### config.mk
export PLATFORM = sky130hd
export DESIGN_NAME = optical_afe_control_regs
export DESIGN_NICKNAME = d
export VERILOG_FILES = /design/src/afe_ctrl_pkg.sv /design/src/optical_afe_control_regs.sv
export SDC_FILE = /design/constraint.sdc
export NUM_CORES = 1
export LEC_CHECK = 0
export BUFFER_PORTS_ARGS = -buffer_cell sky130_fd_sc_hd__buf_2
export CORE_MARGIN = 2
export CORE_UTILIZATION = 49
export DETAILED_ROUTE_END_ITERATION = 10
export GPL_TIMING_DRIVEN = 0
export PLACE_DENSITY = 0.8
export SYNTH_ARGS = -nofsm -noshare
export SYNTH_HDL_FRONTEND = slang
export SYNTH_SLANG_ARGS = --single-unit
### constraint.sdc
create_clock -name clk_sys -period 3.08 [get_ports clk_sys]
set_input_delay 0.616 -clock clk_sys [delete_from_list [all_inputs] [get_ports clk_sys]]
set_output_delay 0.616 -clock clk_sys [all_outputs]
set_load 0.02 [all_outputs]
### src/afe_ctrl_pkg.sv
// Purpose: Shared constants and carrier types for the optical front-end control register bank.
// Assumes: Byte-wide registers on a plain strobe port, one index per register.
// Notes:   Register indices are local choices; reset values follow the power-on table.
package afe_ctrl_pkg;

    localparam int ADDR_W = 3;
    localparam int DATA_W = 8;

    localparam logic [ADDR_W-1:0] SWITCH_MODE_CTRL_IDX          = 3'h0;
    localparam logic [ADDR_W-1:0] FIRST_RESISTOR_SEL_IDX        = 3'h1;
    localparam logic [ADDR_W-1:0] SECOND_THIRD_RESISTOR_SEL_IDX = 3'h2;
    localparam logic [ADDR_W-1:0] AMP_ZERO_CTRL_IDX             = 3'h3;
    localparam logic [ADDR_W-1:0] AMP_ONE_CTRL_IDX              = 3'h4;
    localparam logic [ADDR_W-1:0] AMP_ZERO_OFFSET_CAL_IDX       = 3'h5;
    localparam logic [ADDR_W-1:0] AMP_ONE_OFFSET_CAL_IDX        = 3'h6;

    localparam logic [7:0] SWITCH_MODE_CTRL_RST   = 8'h00;
    localparam logic [7:0] RESISTOR_SEL_RST       = 8'h00;
    localparam logic [7:0] AMP_CTRL_RST           = 8'h00;
    localparam logic [7:0] AMP_OFFSET_CAL_RST     = 8'h20;

    // Writable bit masks; everything outside them reads as zero, except the amplifier status bit.
    localparam logic [7:0] SWITCH_MODE_CTRL_MASK  = 8'h7f;
    localparam logic [7:0] FIRST_RESISTOR_MASK    = 8'h3f;
    localparam logic [7:0] AMP_CTRL_WR_MASK       = 8'h43;

    localparam int SW_FIELD_LSB    = 0;
    localparam int SW_COUNT        = 5;
    localparam int COUPLING_LSB    = 5;
    localparam int R_CODE_LSB      = 0;
    localparam int R3_LSB          = 6;
    localparam int AMP_EN_BIT      = 6;
    localparam int AMP_STATUS_BIT  = 5;
    localparam int AMP_BW_LSB      = 0;
    localparam int CAL_MODE_BIT    = 7;
    localparam int CAL_REF_BIT     = 6;
    localparam int CAL_TRIM_LSB    = 0;

    typedef enum logic [1:0] {
        COUPLE_EXTERNAL,
        COUPLE_AC,
        COUPLE_DC
    } coupling_e;

    typedef struct packed {
        logic       enable;
        logic [1:0] bandwidth;
        logic       cal_mode;
        logic       cal_ref_sel;
        logic [5:0] trim;
    } amp_ctrl_s;

    typedef struct packed {
        logic       wr;
        logic       rd;
        logic [2:0] addr;
        logic [7:0] wdata;
    } reg_req_s;

endpackage : afe_ctrl_pkg

### src/optical_afe_control_regs.sv
// Purpose: Register bank steering the switch matrix, resistor ladders and two amplifiers.
// Assumes: Single 20 MHz clock; comparator outputs from the analog side are asynchronous.
// Notes:   All analog controls are registered levels.
//
// Overview of operation
// - Coupling codes 00 and 10 give external, 01 AC, 11 DC coupling.
// - Each of five low switch bits closes its switch when set.
// - Top two bits of the first resistor register always read zero.
// - Six-bit first code sets R1 in steps of one hundred kilohms.
// - Top two bits of second register pick R3 of 10 to 40 kilohms.
// - Each amplifier has enable, two-bit bandwidth and read-only status bit.
// - Each amplifier has calibration mode, reference select and six-bit trim.
// - Low six bits of second register set R2 in hundred-kilohm steps.
// - Bandwidth codes select 5 kHz, 40 kHz, 600 kHz or 2 MHz.
// - Status bit follows amplifier output only in calibration mode, else low.
`timescale 1ns/1ps

module optical_afe_control_regs
    import afe_ctrl_pkg::*;
(
    input  wire logic                  clk_sys,
    input  wire logic                  sys_rst,
    input  wire logic [ADDR_W-1:0]     reg_addr,
    input  wire logic [DATA_W-1:0]     reg_wdata,
    input  wire logic                  reg_wr,
    input  wire logic                  reg_rd,
    output logic      [DATA_W-1:0]     reg_rdata,
    input  wire logic [1:0]            amp_comp_out,
    output logic      [SW_COUNT-1:0]   switch_close,
    output coupling_e                  coupling_mode,
    output logic      [5:0]            first_resistor_code,
    output logic      [5:0]            second_resistor_code,
    output logic      [1:0]            third_resistor_code,
    output amp_ctrl_s                  amp_zero_cfg,
    output amp_ctrl_s                  amp_one_cfg
);

    logic [7:0]  switch_mode_ctrl_reg;
    logic [7:0]  first_resistor_sel_reg;
    logic [7:0]  second_third_resistor_sel_reg;
    logic [7:0]  amp_ctrl_reg [2];
    logic [7:0]  amp_offset_cal_reg [2];
    logic [1:0]  comp_meta_reg;
    logic [1:0]  comp_sync_reg;
    logic [1:0]  amp_status;
    logic [7:0]  rdata_next;
    coupling_e   coupling_next;
    reg_req_s    req;

    assign req = '{wr: reg_wr, rd: reg_rd, addr: reg_addr, wdata: reg_wdata};

    // Switch and resistor registers; reset clears every implemented field.
    always_ff @(posedge clk_sys or posedge sys_rst) begin
        if (sys_rst) begin
            switch_mode_ctrl_reg          <= SWITCH_MODE_CTRL_RST;
            first_resistor_sel_reg        <= RESISTOR_SEL_RST;
            second_third_resistor_sel_reg <= RESISTOR_SEL_RST;
        end else if (req.wr) begin
            case (req.addr)
                SWITCH_MODE_CTRL_IDX: begin
                    switch_mode_ctrl_reg <= req.wdata & SWITCH_MODE_CTRL_MASK;
                end
                FIRST_RESISTOR_SEL_IDX: begin
                    first_resistor_sel_reg <= req.wdata & FIRST_RESISTOR_MASK;
                end
                SECOND_THIRD_RESISTOR_SEL_IDX: begin
                    second_third_resistor_sel_reg <= req.wdata;
                end
                default: begin
                end
            endcase
        end
    end

    // Per-amplifier control and calibration registers.
    genvar g;
    generate
        for (g = 0; g < 2; g++) begin : g_amp
            localparam logic [ADDR_W-1:0] CTRL_IDX = (g == 0) ? AMP_ZERO_CTRL_IDX : AMP_ONE_CTRL_IDX;
            localparam logic [ADDR_W-1:0] CAL_IDX  = (g == 0) ? AMP_ZERO_OFFSET_CAL_IDX : AMP_ONE_OFFSET_CAL_IDX;

            always_ff @(posedge clk_sys or posedge sys_rst) begin
                if (sys_rst) begin
                    amp_ctrl_reg[g]       <= AMP_CTRL_RST;
                    amp_offset_cal_reg[g] <= AMP_OFFSET_CAL_RST;
                end else if (req.wr) begin
                    if (req.addr == CTRL_IDX) begin
                        amp_ctrl_reg[g] <= req.wdata & AMP_CTRL_WR_MASK;
                    end
                    if (req.addr == CAL_IDX) begin
                        amp_offset_cal_reg[g] <= req.wdata;
                    end
                end
            end

            // The status bit is masked by calibration mode after synchronising.
            assign amp_status[g] = comp_sync_reg[g] & amp_offset_cal_reg[g][CAL_MODE_BIT];
        end
    endgenerate

    // Comparator outputs come from the analog domain and pass two flops.
    always_ff @(posedge clk_sys or posedge sys_rst) begin
        if (sys_rst) begin
            comp_meta_reg <= 2'h0;
            comp_sync_reg <= 2'h0;
        end else begin
            comp_meta_reg <= amp_comp_out;
            comp_sync_reg <= comp_meta_reg;
        end
    end

    // Read mux; unmapped indices read zero.
    always_comb begin
        rdata_next = 8'h00;
        case (req.addr)
            SWITCH_MODE_CTRL_IDX:          rdata_next = switch_mode_ctrl_reg;
            FIRST_RESISTOR_SEL_IDX:        rdata_next = first_resistor_sel_reg;
            SECOND_THIRD_RESISTOR_SEL_IDX: rdata_next = second_third_resistor_sel_reg;
            AMP_ZERO_CTRL_IDX: begin
                rdata_next = amp_ctrl_reg[0];
                rdata_next[AMP_STATUS_BIT] = amp_status[0];
            end
            AMP_ONE_CTRL_IDX: begin
                rdata_next = amp_ctrl_reg[1];
                rdata_next[AMP_STATUS_BIT] = amp_status[1];
            end
            AMP_ZERO_OFFSET_CAL_IDX:       rdata_next = amp_offset_cal_reg[0];
            AMP_ONE_OFFSET_CAL_IDX:        rdata_next = amp_offset_cal_reg[1];
            default:                       rdata_next = 8'h00;
        endcase
    end

    always_ff @(posedge clk_sys or posedge sys_rst) begin
        if (sys_rst) begin
            reg_rdata <= 8'h00;
        end else if (req.rd) begin
            reg_rdata <= rdata_next;
        end else begin
            reg_rdata <= 8'h00;
        end
    end

    // Codes 00 and 10 both mean external mode.
    always_comb begin
        case (switch_mode_ctrl_reg[COUPLING_LSB +: 2])
            2'h1:    coupling_next = COUPLE_AC;
            2'h3:    coupling_next = COUPLE_DC;
            default: coupling_next = COUPLE_EXTERNAL;
        endcase
    end

    // Analog controls are registered once more so every output leaves a flop.
    // is software's duty: no interlock here, so a bad write reaches the switch.
    always_ff @(posedge clk_sys or posedge sys_rst) begin
        if (sys_rst) begin
            switch_close         <= '0;
            coupling_mode        <= COUPLE_EXTERNAL;
            first_resistor_code  <= 6'h00;
            second_resistor_code <= 6'h00;
            third_resistor_code  <= 2'h0;
            amp_zero_cfg         <= '0;
            amp_one_cfg          <= '0;
        end else begin
            switch_close         <= switch_mode_ctrl_reg[SW_FIELD_LSB +: SW_COUNT];
            coupling_mode        <= coupling_next;
            first_resistor_code  <= first_resistor_sel_reg[R_CODE_LSB +: 6];
            second_resistor_code <= second_third_resistor_sel_reg[R_CODE_LSB +: 6];
            third_resistor_code  <= second_third_resistor_sel_reg[R3_LSB +: 2];
            amp_zero_cfg <= '{enable:      amp_ctrl_reg[0][AMP_EN_BIT],
                              bandwidth:   amp_ctrl_reg[0][AMP_BW_LSB +: 2],
                              cal_mode:    amp_offset_cal_reg[0][CAL_MODE_BIT],
                              cal_ref_sel: amp_offset_cal_reg[0][CAL_REF_BIT],
                              trim:        amp_offset_cal_reg[0][CAL_TRIM_LSB +: 6]};
            amp_one_cfg  <= '{enable:      amp_ctrl_reg[1][AMP_EN_BIT],
                              bandwidth:   amp_ctrl_reg[1][AMP_BW_LSB +: 2],
                              cal_mode:    amp_offset_cal_reg[1][CAL_MODE_BIT],
                              cal_ref_sel: amp_offset_cal_reg[1][CAL_REF_BIT],
                              trim:        amp_offset_cal_reg[1][CAL_TRIM_LSB +: 6]};
        end
    end

endmodule : optical_afe_control_regs

======== Yosys cells after proc, flatten, opt, wreduce, memory -nomap -nowiden ========
Index checks and enable logic that the tools add are counted.
storage, ports and cells
  logic and storage cells ................. 46
  input port bits ......................... 17
  flip-flop bits (word level) ............. 98
  memory bits (writable) .................. 0
  latch bits .............................. 0
  memory bits (read-only) ................. 0
  output and inout bits ................... 51
  memories ................................ 0
cells by class
  $mul .................................... 0
  reductions and logical operators ........ 8
  shift operators ......................... 0
  bitwise gates (word level) .............. 2
  divide/modulo/power cells ............... 0
  magnitude comparators ................... 0
  multiplexer cells ....................... 3
  equality and inequality tests ........... 8
  add/subtract/negate cells ............... 0
operators with widths
  kind                                           count
  one-hot mux 8 bit (7 select lines)             1
  AND reduction 2 bit                            7
  == test 3 bit, second input constant           3
  2-to-1 mux 8 bit                               1
  == test 3 x 2 -> 1 bit, second input constant  2
  one-hot mux 2 bit (2 select lines)             1
  == test 3 x 1 -> 1 bit, second input constant  1
  zero test 3 bit                                1
  bitwise AND 1 bit                              2
  == test 2 x 1 -> 1 bit, second input constant  1
  == test 2 bit, second input constant           1

======== Longest topological paths before layout ========
  depth after elaboration ................. 3
  gate-level depth with buffers ........... 6
  gate-level depth less buffers ........... 4

======== Worst setup path after synthesis ========
Ideal clock, no wire load.
  kind .................................... input-to-reg
  from .................................... input reg_addr[2]
  to ...................................... register second_third_resistor_sel_reg[0]
  slack ................................... 1.412 ns
  arrival ................................. 1.543 ns
  buffers on the path ..................... 2
  stages .................................. 5
  data required time ...................... 2.955 ns
  setup time .............................. 0.125 ns
  path through ............................ buf_6 -> nor2_1 -> and3_1 -> buf_6 -> mux2_2
between the ends
  longest elaborated chain between the ends .. 2
ends and longest elaborated chain
  item                           line                            text
  start, declared                optical_afe_control_regs.sv:23  input wire logic [ADDR_W-1:0] reg_addr,
  == test 3 x 2 -> 1 bit         optical_afe_control_regs.sv:59  case (req.addr)
  AND reduction 2 bit (no line)  n/a
  end signal, assigned           optical_afe_control_regs.sv:67  second_third_resistor_sel_reg <= req.wdata;
  end, declared                  optical_afe_control_regs.sv:40  logic [7:0] second_third_resistor_sel_reg;
Every way passes these cells.
A chain may end at the register's enable or synchronous reset.

======== Worst setup path in the final report ========
  from .................................... input reg_addr[1]
  to ...................................... register switch_mode_ctrl_reg[0]
between the ends
  longest elaborated chain between the ends .. 2
ends and longest elaborated chain
  item                           line                            text
  zero test 3 bit                optical_afe_control_regs.sv:59
  AND reduction 2 bit (no line)  n/a
  end signal, assigned           optical_afe_control_regs.sv:61  switch_mode_ctrl_reg <= req.wdata & SWITCH_MODE_CTRL_MASK;
  end, declared                  optical_afe_control_regs.sv:38  logic [7:0] switch_mode_ctrl_reg;
Every way passes these cells.

==> out/results.env <==
REPORT.FINAL.HOLD_VIOL_COUNT=0
MULTI_INPUT_AREA_UM2=1018
DRT_DRC_VIOLATIONS_LEFT=0
DPL_CELL_AREA_UM2=4066
CRITICAL_PATH.N_BUFFERS_INVERTERS=1
POST-CTS-SETUP-BUFFER-COUNT=0
MIN_PATH_CELLS=0
GRT_ANTENNA_BEFORE_REPAIR=0
POST_SYNTH_MAIN_AREA_CONTRIBUTORS='dfrtp_1, mux2_2, buf_6, dfstp_2, mux2i_1'
GRT_SETUP_UNREPAIRED='no'
SYNTH_AREA_PER_CELL_UM2=16.28
DESIGN.CORE.AREA_UM2=7137
STARTING_DRC_COUNT_IN_DETAILED_ROUTING=107
GRTUSAGETOTAL=0.1807
HOLD_PATH_END='comp_sync_reg[1]'
FLOORPLAN.INITIALDENSITY=0.4996
CLOCK_TREE_FROM_TRITONCTS='yes'
TIMING.MAX_SLEW.REL_SLACK=0.4910
MAX_CAPACITANCE_VIOLATION_TOTAL=0
ANTENNA_CELLS=0
WORSTSETUPENDPOINTTYPE='register'
DIE_HEIGHT_UM=89.31
ROOT_BUFFER='clkbuf_8'
REG_TO_REG_ENDPOINT='reg_rdata[6]'
CLK_LATENCY_NS=0.36
VIAS=2060
CRITICAL_PATH.MAX_FANOUT=7
CLKSLEWWORSTSETUPHOLDPATHS_NS=0.07
MIN_PERIOD_OVER_PERIOD=0.4934
FMAX_MHz=658.0
SYNTH-SEQ-AREA-SHARE=0.6884
PLACE.PORT_BUFFERS=65
CRITICAL_PATH_CLASS='primary input to register'
SYNTH_FF_TYPE='dfrtp_1'
MET2WIRELENGTH_UM=3081
ROUTEDLENGTHMET1_UM=2925
YOSYS_WARNINGS=0
CRITICAL_PATH.MAX_STAGE_DELAY_NS=0.43
DIE_OUTLINE_AREA_UM2=7975
FINALNETCOUNT=314
SKEW_NS=0.009584
POSTCTSRESIZEDCELLS=0
NETLIST_AREA_UM2=3566
SYNTH_TOP_CELL_BY_AREA='dfrtp_1'
FILLERINSTANCES=587
MAX_SLEW.WORST_PIN.SLEW_NS=0.7619
CLOCK_SINK_COUNT=98
CTS_HOLD_REPAIR.BUFFERS=0
FINISH.INSTANCE_AREA_UM2=4249
DIE_WIDTH_UM=89.31
YOSYS-TOP-CELLS-COUNT='dfrtp_1, mux2_2, nand2_1'
POST_SYNTH_INST_COUNT=219
ROUTABILITYCONGESTION=0.8125
WORSTPATHCELLLIST='buf_2 > nand2b_2 > nor3_4 > mux2_2'
YOSYSMOSTFREQUENTCELL='dfrtp_1'
P_LEAK_nW=2.025
WORST_R2R_STARTPOINT='switch_mode_ctrl_reg[6]'
CP-START-KIND='primary input'
HIGHEST-SIGNAL-LAYER='met4'
LARGEST_REG_FLOPS=16
WORST_PATH_DOMINANT_CELL_FAMILY='simple AND/OR/NAND/NOR gates'
SETUP.REG_TO_REG.WORST_SLACK_NS=1.87
GRT_FIRST_PASS_WIRELENGTH_UM=10240
POST_DRT_VIA_CELL_RATIO=5.137
WORST_EP_REQUIRED_TIME_NS=3.32
TIMING.CRITICAL_PATH.ARRIVAL_NS=1.76
HOLD_CRIT_START='comp_meta_reg[1]'
HTREE_NUM_LEVELS=3
SYN_TO_FINAL_GROWTH_PCT=19.16
DRT-PASS1-ITER-COUNT=4
GR-TOTAL-OVERFLOW=0
ASYNCSETRESETFLOPFRACSYNTH=1.000
POST-DP-HPWL_UM=4542
TIMING.FINAL.MAX_SLEW_VIOLATIONS=0
CTSLONGESTPATHBUFFERS=2
IO_PINS=68
SETUP_VIOL_COUNT_FINAL=0
FF_LATCH_AREA_UM2=2455
SHARE_OF_YOSYS_CELL_AREA_CLAIMED_BY_THE_TOP_AREA_CELL_TYPE=0.6737
DRTANTENNAVIOLNETS=0
FINAL_LAYOUT_SIZE_SUFFIX_GT1_FRAC=0.4967
DETAIL_ROUTE.WL_PER_CELL_UM=16.44
MAPPEDNETLISTNETS=236
TIMING.CRITICAL_PATH.SLOWEST_STAGE_CELL='nor3_4'
SYNTH_EDF_COUNT=0
MAX-VDD-IR-DROP_V=0.0002855
TNS_NS=0
POST_SYNTH_NUM_CELL_TYPES=34
CELL_PWR_DENSITY_nW_PER_UM2=712.2
WORST-R2R-CELL-COUNT=2
GRT_MAX_DEGREE=39
REGISTER_BIT_TOTAL_FROM_SYNTHESIS=98
POSTROUTEWIRELENGTH_UM=6594
HOLDCRITPATHCLASS='register to register'
NUM_ROWS=31
STATUS='finished, final reports clean'
WL_MET3_UM=421
CTS-BUFFERS-INSERTED=9
FINAL_PERIOD_MINUS_WORST_SETUP_SLACK_NS=1.520
WHS_NS=0.3513
GRT_PASS1_VIAS=1976
-- cells in the final DEF, fill, tap and decap left out, drive strengths merged, types with 3 or more instances in the layout --
cell,instances
o21ai,4
nor2b,5
a32oi,4
a22oi,3
and2b,3
mux2i,4
mux2,48
clkbuf,14
nand2,7
a21oi,6
dfrtp,96
buf,77
nand3,6
and3,4
-- worst reg2reg max path: cells and delay by family, from the launching register on --
family         cells  cell delay [ns]
multiplexers       1             0.46
AO/OA/AOI/OAI      1             0.22
flip-flops         1             0.41
-- metrics by stage --
step | power (mW) | std cells | utilization | setup slack [ns]
global placement | 2.286 | 383 | 0.5631 | 0.7826
CTS | 3.056 | 401 | 0.5954 | 1.546
global route | 3.181 | 401 | 0.5954 | 1.510
detailed placement | 2.313 | 385 | 0.5698 | 1.188
floorplan | 2.079 | 219 | - | 1.304
finish | 3.026 | 401 | 0.5954 | 1.560
-- area by class of cell --
type / instances / share of cell area
buffer: 10 / 0.02091
inverter: 1 / 0.001767
sequential: 98 / 0.5777
multi-input combinational: 110 / 0.2397
timing repair buffer: 67 / 0.08775
tap: 99 / 0.02915
clock inverter: 2 / 0.002356
clock buffer: 14 / 0.04064
-- layer usage --
layer	up-vias	global-route usage
met5	-	0
met4	0	0.09227
met3	14	0.06279
met2	68	0.2559
met1	1043	0.2486
li1	935	-
-- logic make-up after synthesis --
logic type,after synthesis,share of synthesized area
and+or+nand+nor,35,0.06948
DFF,98,0.6884
muxes,53,0.1712
buffers and inverters,11,0.02596
AOI/OAI and AO/OA,22,0.04491
-- where the power goes --
group / internal [mW] / total (mW) / switching (mW) / leakage, nW
Combinational: 0.259 / 0.600 / 0.341 / 0.744
Sequential: 1.55 / 1.68 / 0.130 / 1.18
Clock: 0.358 / 0.748 / 0.390 / 0.0965
Total: 2.17 / 3.03 / 0.861 / 2.03
-- worst max-delay path by stage --
stage | startpoint | to | slack [ns] | cells past startpoint
4_1_cts | switch_close[4] | switch_close[4] | 1.55 | 1
5_1_grt | reg_addr[1] | switch_mode_ctrl_reg[5] | 1.51 | 4
3_3_place_gp | sys_rst | amp_one_cfg[5] | 0.78 | 2
2_1_floorplan | sys_rst | amp_ctrl_reg[0] | 1.30 | 1
3_5_place_dp | reg_addr[1] | switch_mode_ctrl_reg[6] | 1.19 | 4
6_report | reg_addr[1] | switch_mode_ctrl_reg[0] | 1.56 | 4
Note: power is estimated with default switching activity, not from simulation.
